===== src/rtl/rsf_pkg.sv =====
// Shared constants and types of the serial clock front end
package rsf_pkg;

	////////////////////////////////////////////////////////////////////////
	// Timing
	localparam int RSF_CLK_HZ = 100_000_000;
	localparam int RSF_XTAL_HZ = 32_768;
	// Half period of the 32.768 kHz output, rounded down
	localparam int RSF_HALF_CYC = RSF_CLK_HZ / (2 * RSF_XTAL_HZ);
	localparam logic [10:0] RSF_HALF_LAST = 11'(RSF_HALF_CYC - 1);
	// 32.768 kHz periods in one second
	localparam int RSF_SEC_TICKS = 32_768;

	////////////////////////////////////////////////////////////////////////
	// Serial framing
	localparam int RSF_BITS = 8;
	localparam logic [2:0] RSF_BIT_LAST = 3'(RSF_BITS - 1);
	localparam int RSF_PIN_CS = 0;
	localparam int RSF_PIN_SCK = 1;
	localparam int RSF_PIN_SIO = 2;
	localparam int RSF_PINS = 3;

	////////////////////////////////////////////////////////////////////////
	// Calendar limits, years 2000 to 2099 held as 0 to 99
	localparam logic [6:0] RSF_YEAR_LAST = 7'h63;
	localparam logic [3:0] RSF_MONTH_LAST = 4'hC;
	localparam logic [3:0] RSF_MONTH_FEB = 4'h2;
	localparam logic [4:0] RSF_HOUR_LAST = 5'h17;
	localparam logic [5:0] RSF_MIN_LAST = 6'h3B;
	localparam logic [5:0] RSF_SEC_LAST = 6'h3B;

	typedef struct packed {
		logic [6:0] year;
		logic [3:0] month;
		logic [4:0] day;
		logic [4:0] hour;
		logic [5:0] minute;
		logic [5:0] second;
	} rsf_time_t;

	localparam rsf_time_t RSF_TIME_RST = '{year: 7'h00, month: 4'h1,
		day: 5'h01, hour: 5'h00, minute: 6'h00, second: 6'h00};

	////////////////////////////////////////////////////////////////////////
	// Interrupt pin sources
	typedef enum logic [2:0] {
		RSF_SRC_ALARM1 = 3'b000,
		RSF_SRC_ALARM2 = 3'b001,
		RSF_SRC_USER_FREQ = 3'b010,
		RSF_SRC_MINUTE1 = 3'b011,
		RSF_SRC_MINUTE2 = 3'b100,
		RSF_SRC_CLK32K = 3'b101
	} rsf_int_src_t;

	typedef struct packed {
		logic alarm1;
		logic alarm2;
		logic user_freq;
		logic minute1;
		logic minute2;
	} rsf_irq_req_t;

	typedef enum logic [1:0] {
		RSF_ST_IDLE = 2'b00,
		RSF_ST_RX = 2'b01,
		RSF_ST_TX = 2'b10
	} rsf_ser_state_t;

endpackage


===== src/rtl/rsf_calendar.sv =====
// Calendar counter with leap years through 2099
`timescale 1ns/1ps
`default_nettype none
module rsf_calendar (
	// Clock and reset
	input wire logic clock,
	input wire logic rstn,
	// Control
	input wire logic sec_tick,
	input wire logic time_load,
	input wire rsf_pkg::rsf_time_t time_in,
	// Time
	output var rsf_pkg::rsf_time_t time_now
);
	import rsf_pkg::*;

	rsf_time_t next_now;

	function automatic logic [4:0] days_in(logic [3:0] m, logic [6:0] y);
		logic [4:0] d;
		d = 5'h1F;
		case (m)
			4'h4, 4'h6, 4'h9, 4'hB: d = 5'h1E;
			// Every fourth year up to 2099 is leap, 2000 included
			4'h2: d = (y[1:0] == 2'h0) ? 5'h1D : 5'h1C;
			default: d = 5'h1F;
		endcase
		return d;
	endfunction

	////////////////////////////////////////////////////////////////////////
	// Carry chain
	always_comb begin
		next_now = time_now;
		if (time_now.second != RSF_SEC_LAST) begin
			next_now.second = time_now.second + 6'h01;
		end else begin
			next_now.second = 6'h00;
			if (time_now.minute != RSF_MIN_LAST) begin
				next_now.minute = time_now.minute + 6'h01;
			end else begin
				next_now.minute = 6'h00;
				if (time_now.hour != RSF_HOUR_LAST) begin
					next_now.hour = time_now.hour + 5'h01;
				end else begin
					next_now.hour = 5'h00;
					if (time_now.day != days_in(time_now.month,
						time_now.year)) begin
						next_now.day = time_now.day + 5'h01;
					end else begin
						next_now.day = 5'h01;
						if (time_now.month != RSF_MONTH_LAST) begin
							next_now.month = time_now.month + 4'h1;
						end else begin
							next_now.month = 4'h1;
							next_now.year = (time_now.year == RSF_YEAR_LAST) ?
								7'h00 : time_now.year + 7'h01;
						end
					end
				end
			end
		end
	end

	always_ff @(posedge clock or negedge rstn) begin
		if (!rstn) begin
			time_now <= RSF_TIME_RST;
		end else if (time_load) begin
			time_now <= time_in;
		end else if (sec_tick) begin
			time_now <= next_now;
		end
	end
endmodule
`default_nettype wire


===== src/rtl/rsf_front_end.sv =====
// Serial front end, interrupt pin routing and calendar of the clock chip
`timescale 1ns/1ps
`default_nettype none
module rsf_front_end #(
	parameter int SEC_TICKS = 32_768
) (
	// Clock and reset
	input wire logic clock,
	input wire logic rstn,
	// Serial pins
	input wire logic cs_in,
	input wire logic sck_in,
	input wire logic sio_in,
	output var logic sio_out,
	output var logic sio_oe_n,
	// Interrupt pin
	output var logic int_out,
	output var logic int_oe_n,
	// Interrupt source selection and requests
	input wire rsf_pkg::rsf_int_src_t int_sel,
	input wire rsf_pkg::rsf_irq_req_t irq_req,
	// Received bytes
	output var logic [7:0] rx_byte,
	output var logic rx_valid,
	// Bytes to send
	input wire logic [7:0] tx_byte,
	input wire logic tx_load,
	output var logic tx_done,
	// Calendar
	input wire logic time_load,
	input wire rsf_pkg::rsf_time_t time_in,
	output var rsf_pkg::rsf_time_t time_now
);
	import rsf_pkg::*;

	logic [RSF_PINS-1:0] pins_raw;
	logic [RSF_PINS-1:0] pin_lvl;
	logic cs_lvl;
	logic sck_lvl;
	logic sio_lvl;
	logic cs_prev;
	logic sck_prev;
	logic cs_rise;
	logic sck_rise;
	logic sck_fall;
	rsf_ser_state_t state;
	logic [2:0] bit_cnt;
	logic [7:0] rx_shift;
	logic [7:0] tx_shift;
	logic [10:0] half_cnt;
	logic clk32;
	logic half_tick;
	logic [15:0] tick_cnt;
	logic sec_tick;
	logic src_active;

	////////////////////////////////////////////////////////////////////////
	// Pin synchronisers, a level counts once stages two and three agree
	assign pins_raw = {sio_in, sck_in, cs_in};

	for (genvar i = 0; i < RSF_PINS; i++) begin : g_sync
		logic s1;
		logic s2;
		logic s3;
		logic lvl;
		always_ff @(posedge clock or negedge rstn) begin
			if (!rstn) begin
				s1 <= 1'b0;
				s2 <= 1'b0;
				s3 <= 1'b0;
				lvl <= 1'b0;
			end else begin
				s1 <= pins_raw[i];
				s2 <= s1;
				s3 <= s2;
				if (s2 == s3) begin
					lvl <= s3;
				end
			end
		end
		assign pin_lvl[i] = lvl;
	end

	assign cs_lvl = pin_lvl[RSF_PIN_CS];
	assign sck_lvl = pin_lvl[RSF_PIN_SCK];
	assign sio_lvl = pin_lvl[RSF_PIN_SIO];

	always_ff @(posedge clock or negedge rstn) begin
		if (!rstn) begin
			cs_prev <= 1'b0;
			sck_prev <= 1'b0;
		end else begin
			cs_prev <= cs_lvl;
			sck_prev <= sck_lvl;
		end
	end

	assign cs_rise = cs_lvl & ~cs_prev;
	// Clock edges only count while selected
	assign sck_rise = cs_lvl & sck_lvl & ~sck_prev;
	assign sck_fall = cs_lvl & ~sck_lvl & sck_prev;

	////////////////////////////////////////////////////////////////////////
	// Transfer state
	always_ff @(posedge clock or negedge rstn) begin
		if (!rstn) begin
			state <= RSF_ST_IDLE;
		end else begin
			case (state)
				RSF_ST_IDLE: begin
					if (cs_rise) begin
						state <= RSF_ST_RX;
					end
				end
				RSF_ST_RX, RSF_ST_TX: begin
					if (!cs_lvl) begin
						state <= RSF_ST_IDLE;
					end else if (tx_load) begin
						state <= RSF_ST_TX;
					end
				end
				default: begin
					state <= RSF_ST_IDLE;
				end
			endcase
		end
	end

	////////////////////////////////////////////////////////////////////////
	// Bit counter, receive on rising and send on falling clock edges
	always_ff @(posedge clock or negedge rstn) begin
		if (!rstn) begin
			bit_cnt <= 3'h0;
		end else if (!cs_lvl || cs_rise || tx_load) begin
			bit_cnt <= 3'h0;
		end else if (state == RSF_ST_RX && sck_rise) begin
			bit_cnt <= bit_cnt + 3'h1;
		end else if (state == RSF_ST_TX && sck_fall) begin
			bit_cnt <= bit_cnt + 3'h1;
		end
	end

	always_ff @(posedge clock or negedge rstn) begin
		if (!rstn) begin
			rx_shift <= 8'h00;
		end else if (!cs_lvl) begin
			rx_shift <= 8'h00;
		end else if (state == RSF_ST_RX && sck_rise) begin
			rx_shift <= {rx_shift[6:0], sio_lvl};
		end
	end

	always_ff @(posedge clock or negedge rstn) begin
		if (!rstn) begin
			rx_byte <= 8'h00;
			rx_valid <= 1'b0;
		end else begin
			rx_valid <= 1'b0;
			if (state == RSF_ST_RX && sck_rise && bit_cnt == RSF_BIT_LAST) begin
				rx_byte <= {rx_shift[6:0], sio_lvl};
				rx_valid <= 1'b1;
			end
		end
	end

	////////////////////////////////////////////////////////////////////////
	// Send path, ones are shifted in so the line releases after a byte
	always_ff @(posedge clock or negedge rstn) begin
		if (!rstn) begin
			tx_shift <= 8'hFF;
		end else if (!cs_lvl) begin
			tx_shift <= 8'hFF;
		end else if (tx_load) begin
			tx_shift <= tx_byte;
		end else if (state == RSF_ST_TX && sck_fall) begin
			tx_shift <= {tx_shift[6:0], 1'b1};
		end
	end

	always_ff @(posedge clock or negedge rstn) begin
		if (!rstn) begin
			sio_oe_n <= 1'b1;
		end else if (!cs_lvl || state != RSF_ST_TX) begin
			sio_oe_n <= 1'b1;
		end else if (sck_fall) begin
			sio_oe_n <= tx_shift[7];
		end
	end

	always_ff @(posedge clock or negedge rstn) begin
		if (!rstn) begin
			tx_done <= 1'b0;
		end else begin
			tx_done <= state == RSF_ST_TX && sck_fall && bit_cnt == RSF_BIT_LAST;
		end
	end

	////////////////////////////////////////////////////////////////////////
	// Open drain pins only ever drive low
	always_ff @(posedge clock or negedge rstn) begin
		if (!rstn) begin
			sio_out <= 1'b0;
			int_out <= 1'b0;
		end else begin
			sio_out <= 1'b0;
			int_out <= 1'b0;
		end
	end

	////////////////////////////////////////////////////////////////////////
	// 32.768 kHz output and second tick
	assign half_tick = half_cnt == RSF_HALF_LAST;

	always_ff @(posedge clock or negedge rstn) begin
		if (!rstn) begin
			half_cnt <= 11'h000;
			clk32 <= 1'b0;
		end else if (half_tick) begin
			half_cnt <= 11'h000;
			clk32 <= ~clk32;
		end else begin
			half_cnt <= half_cnt + 11'h001;
		end
	end

	always_ff @(posedge clock or negedge rstn) begin
		if (!rstn) begin
			tick_cnt <= 16'h0000;
			sec_tick <= 1'b0;
		end else begin
			sec_tick <= 1'b0;
			if (half_tick && clk32) begin
				if (tick_cnt == 16'(SEC_TICKS - 1)) begin
					tick_cnt <= 16'h0000;
					sec_tick <= 1'b1;
				end else begin
					tick_cnt <= tick_cnt + 16'h0001;
				end
			end
		end
	end

	////////////////////////////////////////////////////////////////////////
	// Interrupt pin routing
	always_comb begin
		case (int_sel)
			RSF_SRC_ALARM1: src_active = irq_req.alarm1;
			RSF_SRC_ALARM2: src_active = irq_req.alarm2;
			RSF_SRC_USER_FREQ: src_active = irq_req.user_freq;
			RSF_SRC_MINUTE1: src_active = irq_req.minute1;
			RSF_SRC_MINUTE2: src_active = irq_req.minute2;
			RSF_SRC_CLK32K: src_active = clk32;
			default: src_active = 1'b0;
		endcase
	end

	always_ff @(posedge clock or negedge rstn) begin
		if (!rstn) begin
			int_oe_n <= 1'b1;
		end else begin
			int_oe_n <= ~src_active;
		end
	end

	////////////////////////////////////////////////////////////////////////
	// Calendar
	rsf_calendar u_calendar (
		.clock(clock),
		.rstn(rstn),
		.sec_tick(sec_tick),
		.time_load(time_load),
		.time_in(time_in),
		.time_now(time_now)
	);
endmodule
`default_nettype wire


===== config.mk =====
export PLATFORM = sky130hd
export DESIGN_NAME = rsf_front_end
export DESIGN_NICKNAME = d
export VERILOG_FILES = /design/src/rtl/rsf_pkg.sv /design/src/rtl/rsf_calendar.sv /design/src/rtl/rsf_front_end.sv
export SDC_FILE = /design/constraint.sdc
export NUM_CORES = 1
export LEC_CHECK = 0
export ABC_CLOCK_PERIOD_IN_PS = 5100
export BUFFER_PORTS_ARGS = -buffer_cell sky130_fd_sc_hd__buf_2
export CELL_PAD_IN_SITES_DETAIL_PLACEMENT = 0
export CELL_PAD_IN_SITES_GLOBAL_PLACEMENT = 1
export CORE_UTILIZATION = 46
export CTS_CLUSTER_SIZE = 20
export DETAILED_ROUTE_END_ITERATION = 8
export GPL_TIMING_DRIVEN = 0
export PLACE_DENSITY = 0.95
export SYNTH_ARGS = -nofsm -noshare
export SYNTH_HDL_FRONTEND = slang
export SYNTH_SLANG_ARGS = --single-unit
export TNS_END_PERCENT = 50

===== constraint.sdc =====
create_clock -name clock -period 5.1 [get_ports clock]
set_input_delay 1.02 -clock clock [delete_from_list [all_inputs] [get_ports clock]]
set_output_delay 1.02 -clock clock [all_outputs]
set_load 0.005 [all_outputs]

## Word-level counts from Yosys, hierarchy flattened

Cells that the tools add are included.

| storage, ports and cells | value |
|---|---|
| bits in registers | 108 |
| bits of input ports | 56 |
| output and inout port bits | 47 |
| word-level logic and storage cells | 147 |

| operators by class | value |
|---|---|
| $add $sub $neg | 9 |
| equal/unequal tests | 34 |
| muxes and demuxes | 38 |
| bitwise gates (word level) | 10 |
| reductions and logical operators | 23 |

Operators with widths:

| operator | number |
|---|---|
| $mux 33 | 2 |
| $mux 16 | 2 |
| $mux 7 | 4 |
| $mux 27 | 1 |
| $mux 5 | 5 |
| $mux 8 | 3 |
| $mux 11 | 2 |
| $mux 21 | 1 |
| $add 16x1->16 const B | 1 |
| $eq 16x15->1 const B | 1 |
| $ne 2x2->1 const B | 7 |
| $add 6x1->6 const B | 2 |
| $mux 6 | 2 |
| $ne 6x6->1 const B | 2 |
| $add 11x1->11 const B | 1 |
| $eq 11x11->1 const B | 1 |
| $add 5x1->5 const B | 2 |
| $pmux 5 s2 | 1 |
| $eq 3x3->1 const B | 3 |
| $mux 3 | 3 |
| $eq 4x3->1 const B | 2 |
| $eq 4x4->1 const B | 2 |
| $add 7x1->7 const B | 1 |
| $eq 7x7->1 const B | 1 |
| other kinds (35) | 62 |

## Logic depth before layout (Yosys ltp)

Gate-level depths: netlist of the first run.

| logic depth | value |
|---|---|
| word-level depth | 13 |
| depth in mapped cells | 10 |

## Modules after synthesis

A second synthesis of the first run with hierarchy kept.

| second synthesis, totals | value |
|---|---|
| cell total of the unflattened synthesis | 542 |
| area total of the unflattened synthesis | 5,520.3 µm² |

Modules (own cells, without submodules):

| module | times used | cells each | area an instance (µm²) |
|---|---|---|---|
| rsf_front_end | 1 | 292 | 3,337.0 |
| rsf_calendar | 1 | 250 | 2,183.3 |

## Worst setup path before layout of the first run

Ideal clock, no wire load.

| timing path | value |
|---|---|
| path type | flip-flop to flip-flop |
| start | register, netlist name u_calendar.time_now[22] |
| end | register, netlist name u_calendar.time_now[31] |
| setup time | 127 ps |
| data arrival time | 2,250 ps |
| data required time | 4,973 ps |
| path slack | 2,723 ps |
| cell stages (with the launch flop) | 10 |
| clock period less this slack | 2,377 ps |
| cells stage by stage | dfstp_2 -> inv_1 -> ha_1 -> or3b_4 -> nand2_1 -> o221a_2 -> or3_1 -> buf_2 -> o31ai_1 -> a2bb2oi_1 |

| on the way | value |
|---|---|
| cells in the longest elaborated chain, start to end | 9 |
| elaborated cells between the ends (all ways) | 15 |
| those cells by class | 9 x eq/ne; 4 x mux; 2 x reduce/logical |

RTL lines:

| what | line | source |
|---|---|---|
| $eq 4x3->1 / $eq 4x4->1 (equally long branches) | rsf_calendar.sv:22 | `case (m)` |
| $reduce_or 4->1 | rsf_calendar.sv:22 |  |
| $pmux 5 s2 | rsf_calendar.sv:22 |  |
| $mux 5 | rsf_calendar.sv:43 | `if (time_now.hour != RSF_HOUR_LAST) begin` |
| $mux 5 | rsf_calendar.sv:39 | `if (time_now.minute != RSF_MIN_LAST) begin` |
| $mux 5 | rsf_calendar.sv:35 | `if (time_now.second != RSF_SEC_LAST) begin` |
| $ne 5x5->1 | rsf_calendar.sv:47 | `if (time_now.day != days_in(time_now.month,` |
| $ne 2x2->1 (no source line) | - |  |
| $reduce_and 6->1 (no source line) * | - |  |

Mark *: on every way between the ends. The rest lies on a longest branch, timed or not. The select of a mux whose other input is x is not followed.
A chain may end at the register's enable or synchronous reset.

## Worst setup path after layout of the first run

| timing path | value |
|---|---|
| start | register, netlist name u_calendar.time_now[22] |
| end | register, netlist name u_calendar.time_now[31] |

| on the way | value |
|---|---|
| cells in the longest elaborated chain, start to end | 9 |
| elaborated cells between the ends (all ways) | 15 |
| those cells by class | 9 x eq/ne; 4 x mux; 2 x reduce/logical |

RTL lines:

| what | line |
|---|---|
| $eq 4x3->1 / $eq 4x4->1 (equally long branches) | rsf_calendar.sv:22 |
| $reduce_or 4->1 | rsf_calendar.sv:22 |
| $pmux 5 s2 | rsf_calendar.sv:22 |
| $mux 5 | rsf_calendar.sv:43 |
| $mux 5 | rsf_calendar.sv:39 |
| $mux 5 | rsf_calendar.sv:35 |
| $ne 5x5->1 | rsf_calendar.sv:47 |
| $ne 2x2->1 (no source line) | - |
| $reduce_and 6->1 (no source line) * | - |

Marked as above.

==> impl_metrics.env, run 1 <==
export IMPL_hold_buffers=0
export IMPL_clkSinkCount=108
export IMPL_clock_latency_ns=0.35
export IMPL_syn_avg_cell_area_um2=10.2
export IMPL_post_place_ws_ns=2.44
export IMPL_grt_pass1_wl_um=20200
export IMPL_final_antenna_net_count=0
export IMPL_synthFlopType="dfrtp_1"
export IMPL_synth_most_common_cell="dfrtp_1"
export IMPL_drtPass1Iterations=4
export IMPL_min_to="g_sync[1].s2"
export IMPL_mappedNetlistArea_um2=5400
export IMPL_finalHoldViolCount=0
export IMPL_finalWorstSetupSlack_ns=2.59
export IMPL_r2r_slack_ns=2.59
export IMPL_yosysTopAreaCell="dfrtp_1"
export IMPL_place_congestion=0.837
export IMPL_dpl_cell_area_um2=6110
export IMPL_min_path_cells=0
export IMPL_fmax_mhz=399
export IMPL_ios=103
export IMPL_nFillCells=1003
export IMPL_rows=39
export IMPL_path_max_fanout=8
export IMPL_drc=0
export IMPL_antenna_found_initial=0
export IMPL_drt_wl_total_um=12100
export IMPL_grt_pass1_vias=4339
export IMPL_num_vias=4350
export IMPL_r2r_cells=9
export IMPL_dieArea_um2=12200
export IMPL_core_um2=11400
export IMPL_postCtsSetupBuffers=0
export IMPL_port_buffers=99
export IMPL_holdWs_ns=0.355
export IMPL_end_kind="register"
export IMPL_die_width_um=110
export IMPL_reg2reg_to="u_calendar.time_now[31]"
export IMPL_min_period_over_period_pct=49.2
export IMPL_drt_initial_drc_count=282
export IMPL_worstHoldStart="g_sync[1].s1"
export IMPL_fin_tns_setup_ns=0
export IMPL_outcome="completed"
export IMPL_utilization_pct=56.1
export IMPL_antenna_cells=0
export IMPL_finalCriticalPeriod_ns=2.51
export IMPL_powerDensity_nw_per_um2=308
export IMPL_syn_inst=528
export IMPL_p_leak_nw=2.94
export IMPL_clock_path_buffers=2
export IMPL_cap_violations=0
export IMPL_grt_use_total_pct=21.4
export IMPL_yosysSeqAreaShare_pct=50.3
export IMPL_dp_hpwl_um=8770
export IMPL_required_ns=5.33
export IMPL_setup_worst_path_start_class="register"
export IMPL_cts_tree="yes"
export IMPL_worst_pin_slew_ns=0.820
export IMPL_nets=716
export IMPL_wire_per_inst_um=15.4
export IMPL_crit_type="register to register"
export IMPL_drt_vias_per_instance=5.52
export IMPL_r2r_start="u_calendar.time_now[22]"
export IMPL_cts_htree_levels=3
export IMPL_synth_edff_count=0
export IMPL_die_h_um=110
export IMPL_syn2layout_area_growth_pct=18.7
export IMPL_maxSlewViolCount=0
export IMPL_rsz0062_at_grt="false"
export IMPL_grt_ovfl_total=0
export IMPL_synth_seq_cells=108
export IMPL_async_flop_share_pct=100
export IMPL_ys_warn_count=0
export IMPL_root_buffer="clkbuf_16"
export IMPL_holdCritPathClass="register to register"
export IMPL_postLayoutCellArea_um2=6410
export IMPL_synthTopCellsByArea="dfrtp_1, dfstp_2, ha_1"
export IMPL_yosys_area_top_type_share_pct=44.5
export IMPL_clock_skew_ns=0.00733
export IMPL_synthTopCellsByCount="dfrtp_1, nand2_1, o21ai_0, nor2_1, nand3_1"
export IMPL_post_cts_resized=0
export IMPL_setup_violations_final=0
export IMPL_clk_pin_slew_ns=0.08
export IMPL_grt_max_degree=65
export IMPL_cts_buffers=9
export IMPL_synthDistinctLibCells=57
export IMPL_start_util_pct=47.3
export IMPL_crit_arrival_ns=2.74
export IMPL_slew_headroom_pct=45.3
export IMPL_peakVddDrop_uv=200
export IMPL_drive_gt1_share_pct=24.3
where the power goes:
part	switching, W	internal, W
logic	0.000165	0.000136
registers	0.0000612	0.000914
clock network	0.000341	0.000359
critical path, cell delays in order, from the launching register on:
cell,delay [ns]
dfstp_2,0.61
inv_1,0.08
ha_1,0.20
or3b_4,0.25
nand2_1,0.05
o221a_2,0.32
or3_1,0.36
buf_2,0.17
o31ai_1,0.24
a2bb2oi_1,0.10
cell families after synthesis:
| kind of cell | count (synthesis) | share of synthesized area [%] |
|---|---|---|
| AND/OR/NAND/NOR | 197 | 18.7 |
| flip-flops | 108 | 50.3 |
| AO/OA/AOI/OAI | 99 | 11.3 |
| buffers and inverters | 39 | 3.10 |
| multiplexers | 37 | 7.46 |
| XOR/XNOR | 24 | 3.89 |
| adder cells (fa/ha/maj) | 23 | 5.19 |
| other | 1 | 0.0694 |
sequential cells by signal, summed over array words and instances, names as in the netlist, 2 cells and up:
register and count:
state 2, tx_shift 8, rx_byte 8, tick_cnt 16
g_sync.lvl 2, rx_shift 7, g_sync.s3 3, g_sync.s1 3
g_sync.s2 3, bit_cnt 3, u_calendar.time_now 33, half_cnt 11
worst max-delay path by stage:
| stage | to | startpoint | cells past startpoint |
|---|---|---|---|
| after floorplan | u_calendar.time_now[31] | u_calendar.time_now[22] | 9 |
| after global placement | u_calendar.time_now[19] | rstn | 1 |
| after detailed placement | u_calendar.time_now[2] | time_load | 5 |
| after CTS | u_calendar.time_now[32] | u_calendar.time_now[22] | 9 |
| after global routing | u_calendar.time_now[28] | u_calendar.time_now[0] | 8 |
| final | u_calendar.time_now[31] | u_calendar.time_now[22] | 9 |
routing by layer:
layer	up-vias	track usage [%]	routed length, um
met5	-	0	0
met4	0	8.08	172
met3	12	3.06	540
met2	99	35.8	5980
met1	2138	28.2	5420
li1	2101	-	-
per-stage QoR:
| stage | std cells | total power [W] |
|---|---|---|
| 2_1_floorplan | 529 | 0.00116 |
| 3_3_place_gp | 771 | 0.00127 |
| 3_5_place_dp | 772 | 0.00129 |
| 4_1_cts | 788 | 0.00200 |
| 5_1_grt | 788 | 0.00209 |
| 6_report | 788 | 0.00198 |
cell type report:
cell class                      instances  area (um2)  share of cell area, %
Multi-Input combinational cell        382        2520                   39.3
Clock inverter                          6        62.6                  0.976
Tap cell                              143         179                   2.79
Inverter                               17        63.8                  0.995
Sequential cell                       108        2720                   42.4
Buffer                                 22         104                   1.62
Clock buffer                           10         239                   3.73
Timing Repair Buffer                  100         526                   8.20
layout by cell type (no fill, tap or decap), types with 15 or more instances in the layout:
master / n
ha_1: 20
o21ai_0: 46
inv_1: 17
nand3_1: 24
a21oi_1: 15
nor2_1: 30
dfrtp_1: 96
mux2_2: 16
nand2_1: 65
mux2i_1: 20
buf_2: 103
Power figures use the tool's default switching activity.
==> inputs of run 2 (changes only) <==
--- a/config.mk
+++ b/config.mk
@@ -5,15 +5,15 @@
 export SDC_FILE = /design/constraint.sdc
 export NUM_CORES = 1
 export LEC_CHECK = 0
-export ABC_CLOCK_PERIOD_IN_PS = 5100
+export ABC_CLOCK_PERIOD_IN_PS = 2500
 export BUFFER_PORTS_ARGS = -buffer_cell sky130_fd_sc_hd__buf_2
 export CELL_PAD_IN_SITES_DETAIL_PLACEMENT = 0
 export CELL_PAD_IN_SITES_GLOBAL_PLACEMENT = 1
-export CORE_UTILIZATION = 46
+export CORE_UTILIZATION = 43
 export CTS_CLUSTER_SIZE = 20
 export DETAILED_ROUTE_END_ITERATION = 8
 export GPL_TIMING_DRIVEN = 0
-export PLACE_DENSITY = 0.95
+export PLACE_DENSITY = 0.92
 export SYNTH_ARGS = -nofsm -noshare
 export SYNTH_HDL_FRONTEND = slang
 export SYNTH_SLANG_ARGS = --single-unit
==> constraint.sdc (replaced) <==
create_clock -name clock -period 2.5 [get_ports clock]
set_input_delay 0.5 -clock clock [delete_from_list [all_inputs] [get_ports clock]]
set_output_delay 0.5 -clock clock [all_outputs]
set_load 0.005 [all_outputs]
==> impl_metrics.env, run 2 (synthesis gave the netlist of run 1 again) <==
export IMPL_num_vias=4296
export IMPL_grt_max_degree=57
export IMPL_utilization_pct=54.3
export IMPL_post_place_ws_ns=-0.0168
export IMPL_slew_headroom_pct=52.2
export IMPL_antenna_cells=0
export IMPL_cts_tree="yes"
export IMPL_clock_latency_ns=0.36
export IMPL_cts_buffers=9
export IMPL_syn2layout_area_growth_pct=21.7
export IMPL_core_um2=12100
export IMPL_crit_arrival_ns=2.68
export IMPL_dp_hpwl_um=8610
export IMPL_crit_type="register to register"
export IMPL_grt_use_total_pct=19.7
export IMPL_drive_gt1_share_pct=26.5
export IMPL_r2r_start="u_calendar.time_now[22]"
export IMPL_end_kind="register"
export IMPL_finalCriticalPeriod_ns=2.46
export IMPL_top_usage_layer="met2"
export IMPL_final_cell_mix="buf_2, dfrtp_1, nand2_1"
export IMPL_grt_ovfl_total=0
export IMPL_largest_reg_flops=33
export IMPL_antenna_found_initial=0
export IMPL_dp_cells=797
export IMPL_worst_pin_slew_ns=0.717
export IMPL_finalNonFillerCells=821
export IMPL_postLayoutCellArea_um2=6570
export IMPL_dieArea_um2=13000
export IMPL_drt_vias_per_instance=5.23
export IMPL_rows=40
export IMPL_die_width_um=114
export IMPL_hold_buffers=0
export IMPL_drtPass1Iterations=4
export IMPL_outcome="completed"
export IMPL_clkSinkCount=108
export IMPL_die_h_um=114
export IMPL_root_buffer="clkbuf_16"
export IMPL_holdCritPathClass="input pin to asynchronous set/reset pin"
export IMPL_finalWorstSetupSlack_ns=0.0434
export IMPL_finalHoldViolCount=0
export IMPL_drt_initial_drc_count=278
export IMPL_cap_violations=0
export IMPL_powerDensity_nw_per_um2=621
export IMPL_grt_pass1_wl_um=20200
export IMPL_path_max_fanout=4
export IMPL_place_congestion=0.800
export IMPL_maxSlewViolCount=0
export IMPL_fmax_mhz=407
export IMPL_required_ns=2.72
export IMPL_met3_usage_pct=4.02
export IMPL_start_util_pct=44.6
export IMPL_dpl_cell_area_um2=6140
export IMPL_setup_worst_path_start_class="register"
export IMPL_drt_wl_total_um=12000
export IMPL_regMostFlops="u_calendar.time_now"
export IMPL_final_antenna_net_count=0
export IMPL_crit_start="u_calendar.time_now[22]"
export IMPL_setup_violations_final=0
export IMPL_reg_largest_list="u_calendar.time_now x33, tick_cnt x16, half_cnt x11"
export IMPL_r2r_cells=9
export IMPL_wire_per_inst_um=14.6
export IMPL_grt_use_met2_pct=31.1
export IMPL_grt_pass1_vias=4272
export IMPL_clock_skew_ns=0.00927
export IMPL_peakVddDrop_uv=271
export IMPL_r2r_slack_ns=0.04
export IMPL_holdWs_ns=0.194
export IMPL_port_buffers=99
export IMPL_drc=0
export IMPL_cts_htree_levels=3
export IMPL_nets=724
export IMPL_layout_commonest_cell="buf_2"
export IMPL_reg2reg_to="u_calendar.time_now[30]"
export IMPL_clk_pin_slew_ns=0.08
export IMPL_ios=103
export IMPL_met1_usage_pct=26.7
export IMPL_min_period_over_period_pct=98.3
export IMPL_clock_path_buffers=2
export IMPL_p_leak_nw=3.00
[run 2: worst max-delay path by stage]
stage                     depth (start not counted)                      end
after detailed placement                          8  u_calendar.time_now[24]
final                                             9  u_calendar.time_now[30]
after CTS                                         9  u_calendar.time_now[31]
after global placement                            1                 state[0]
after global routing                              9  u_calendar.time_now[30]
after floorplan                                   9  u_calendar.time_now[31]
[run 2: worst max-delay path, stage by stage (launching register included)]
cell     delay [ns]
dfstp_2        0.55
inv_1          0.06
ha_1           0.20
or3b_4         0.26
nand2_1        0.07
o221a_4        0.30
buf_4          0.15
nor4_1         0.48
xnor2_1        0.17
o21ai_0        0.08
[run 2: timing repair]
item	4_1_cts	5_1_grt
cloned	0	0
pin swaps	0	5
buffers inserted	3	5
gates resized for setup	1	16
setup endpoints to repair	3	10
[run 2: power breakdown]
part | switching [W] | total [W] | leakage, nW | internal (W)
sequential | 0.000122 | 0.00199 | 1.35 | 0.00186
combinational | 0.000357 | 0.000675 | 1.51 | 0.000318
clock | 0.000693 | 0.00142 | 0.143 | 0.000724
[run 2: stage by stage]
step	setup TNS (ns)	total power, W
after detailed placement	-0.0389	0.00264
after global placement	-25.31	0.00260
final	0	0.00408
after CTS	0	0.00408
after floorplan	0	0.00237
after global routing	-0.0823	0.00429
[run 2: cell type report]
type / instances / area [um2]
Clock buffer: 10 / 239
Clock inverter: 6 / 52.6
Sequential cell: 108 / 2720
Timing Repair Buffer: 108 / 586
Multi-Input combinational cell: 382 / 2590
Fill cell: 1113 / 5540
Buffer: 22 / 113
Tap cell: 168 / 210
Inverter: 17 / 63.8
[run 2: per-layer routing]
layer | routed length (um) | vias up
li1 | - | 2117
met1 | 5700 | 2076
met2 | 5590 | 86
met3 | 470 | 17
met4 | 215 | 0
met5 | 0 | -
==> inputs of run 3 (changes only) <==
--- a/config.mk
+++ b/config.mk
@@ -6,14 +6,14 @@
 export NUM_CORES = 1
 export LEC_CHECK = 0
 export ABC_CLOCK_PERIOD_IN_PS = 2500
-export BUFFER_PORTS_ARGS = -buffer_cell sky130_fd_sc_hd__buf_2
 export CELL_PAD_IN_SITES_DETAIL_PLACEMENT = 0
 export CELL_PAD_IN_SITES_GLOBAL_PLACEMENT = 1
-export CORE_UTILIZATION = 43
+export CORE_UTILIZATION = 49
 export CTS_CLUSTER_SIZE = 20
 export DETAILED_ROUTE_END_ITERATION = 8
+export DONT_BUFFER_PORTS = 1
 export GPL_TIMING_DRIVEN = 0
-export PLACE_DENSITY = 0.92
+export PLACE_DENSITY = 0.91
 export SYNTH_ARGS = -nofsm -noshare
 export SYNTH_HDL_FRONTEND = slang
 export SYNTH_SLANG_ARGS = --single-unit
==> impl_metrics.env, run 3 (synthesis gave the netlist of run 1 again) <==
export IMPL_cts_tree="yes"
export IMPL_wire_per_inst_um=17.1
export IMPL_cts_htree_levels=3
export IMPL_end_kind="register"
export IMPL_fmax_mhz=422
export IMPL_worst_pin_slew_ns=0.612
export IMPL_finalHoldViolCount=97
export IMPL_crit_path_top_delay_cell="dfstp_2"
export IMPL_root_buffer="clkbuf_8"
export IMPL_cts_buffers=9
export IMPL_num_vias=3951
export IMPL_slew_headroom_pct=59.2
export IMPL_postLayoutCellArea_um2=5870
export IMPL_final_cell_mix="dfrtp_1, nand2_1, o21ai_0"
export IMPL_largest_reg_flops=33
export IMPL_nFillCells=916
export IMPL_die_width_um=107
export IMPL_regMostFlops="u_calendar.time_now"
export IMPL_min_period_over_period_pct=94.7
export IMPL_clk_pin_slew_ns=0.10
export IMPL_grt_pass1_wl_um=18800
export IMPL_cap_violations=0
export IMPL_nets=619
export IMPL_rows=37
export IMPL_r2r_cells=9
export IMPL_ios=103
export IMPL_maxSlewViolCount=0
export IMPL_r2r_start="u_calendar.time_now[22]"
export IMPL_drc=0
export IMPL_clock_skew_ns=0.00736
export IMPL_crit_arrival_ns=2.61
export IMPL_crit_chain="inv_2 > ha_2 > or3b_4 > nand2_1 > o221a_4 > buf_4 > nor4_1 > xnor2_1 > o21ai_0"
export IMPL_dp_hpwl_um=8180
export IMPL_p_leak_nw=2.49
export IMPL_clock_latency_ns=0.37
export IMPL_reg_largest_list="u_calendar.time_now x33, tick_cnt x16, half_cnt x11"
export IMPL_outcome="finished, violations left"
export IMPL_finalNonFillerCells=684
export IMPL_fin_tns_setup_ns=0
export IMPL_syn2layout_area_growth_pct=8.73
export IMPL_start_util_pct=51.4
export IMPL_drt_vias_per_instance=5.78
export IMPL_setup_violations_final=0
export IMPL_powerDensity_nw_per_um2=599
export IMPL_drtPass1Iterations=4
export IMPL_clkSinkCount=108
export IMPL_drt_wl_total_um=11700
export IMPL_drt_initial_drc_count=281
export IMPL_dieArea_um2=11400
export IMPL_path_max_fanout=8
export IMPL_grt_ovfl_total=0
export IMPL_clock_path_buffers=2
export IMPL_grt_pass1_vias=3841
export IMPL_grt_use_total_pct=21.2
export IMPL_crit_start="u_calendar.time_now[22]"
export IMPL_grt_max_degree=109
export IMPL_port_buffers=0
export IMPL_required_ns=2.74
export IMPL_rsz0062_at_grt="true"
export IMPL_crit_type="register to register"
export IMPL_place_congestion=0.864
export IMPL_violations="hold timing"
export IMPL_holdCritPathClass="input pin to asynchronous set/reset pin"
export IMPL_peakVddDrop_uv=293
export IMPL_dpl_cell_area_um2=5580
export IMPL_die_h_um=107
export IMPL_drive_gt1_share_pct=13.0
export IMPL_crit_path_max_incr_delay_ns=0.65
export IMPL_core_um2=10500
export IMPL_antenna_cells=0
export IMPL_holdWs_ns=-0.185
export IMPL_antenna_found_initial=0
export IMPL_layout_commonest_cell="dfrtp_1"
export IMPL_final_antenna_net_count=0
export IMPL_finalCriticalPeriod_ns=2.37
export IMPL_setup_worst_path_start_class="register"
export IMPL_dp_cells=665
[run 3: cell types whose count changed in the layout (fill, tap and decap cells not counted), moves of 6 or more]
cell       before  now
buf_2         101    3
buf_4          11    5
clkbuf_8        1   10
clkbuf_16       9    0
[run 3: where the power goes]
group / internal (W) / total [W] / switching, W
registers: 0.00186 / 0.00201 / 0.000149
clock network: 0.000399 / 0.000999 / 0.000600
logic: 0.000232 / 0.000507 / 0.000275
total: 0.00250 / 0.00352 / 0.00102
[run 3: per-layer routing]
metal | vias to the layer above | GRT usage [%] | share of wire, %
met2 | 97 | 33.5 | 48
li1 | 1907 | - | -
met3 | 13 | 5.71 | 7.2
met1 | 1934 | 27.9 | 43
met5 | - | 0 | 0
met4 | 0 | 8.32 | 1.3
[run 3: final timing paths]
path	endpoint	slack, ns
worst max-delay path	u_calendar.time_now[30]	0.13
worst min-delay path	g_sync[2].s1	-0.18
worst max register to register	u_calendar.time_now[30]	0.13
worst min register to register	g_sync[2].s2	0.36
max in group asynchronous	u_calendar.time_now[22]	2.47
min in group clock	g_sync[1].s1	0.15
[run 3: stage by stage]
stage               setup WS [ns]  power (W)  util, %
floorplan                   0.123    0.00237        -
global placement           0.0150    0.00247     53.1
detailed placement        -0.0988    0.00250     53.1
CTS                        0.0107    0.00353     55.4
global route            -0.000638    0.00372     55.9
finish                      0.132    0.00352     55.9
[run 3: area by class of cell]
type | instances | area, um2 | share of cell area, %
inverters | 17 | 63.8 | 1.09
plain buffers | 21 | 101 | 1.73
clock buffers | 12 | 145 | 2.47
clock inverters | 4 | 33.8 | 0.575
repair buffers | 4 | 42.5 | 0.724
multi-input cells | 382 | 2600 | 44.2
flip-flops and latches | 108 | 2720 | 46.3
well taps | 136 | 170 | 2.90
[run 3: worst max-delay path, delay by kind of cell (launching register included)]
family	cells	cell delay [ns]
AO/OA/AOI/OAI	2	0.40
XOR/XNOR	1	0.16
adder cells (fa/ha/maj)	1	0.19
buffers and inverters	2	0.20
flip-flops	1	0.65
AND/OR/NAND/NOR	3	0.64
[run 3: timing repair]
item | CTS | global route
setup endpoints to repair | 2 | 14
hold endpoints to repair | 108 | 108
setup buffers | 3 | 1
pin swaps | 3 | 5
gates resized for setup | 8 | 11
cloned | 0 | 0
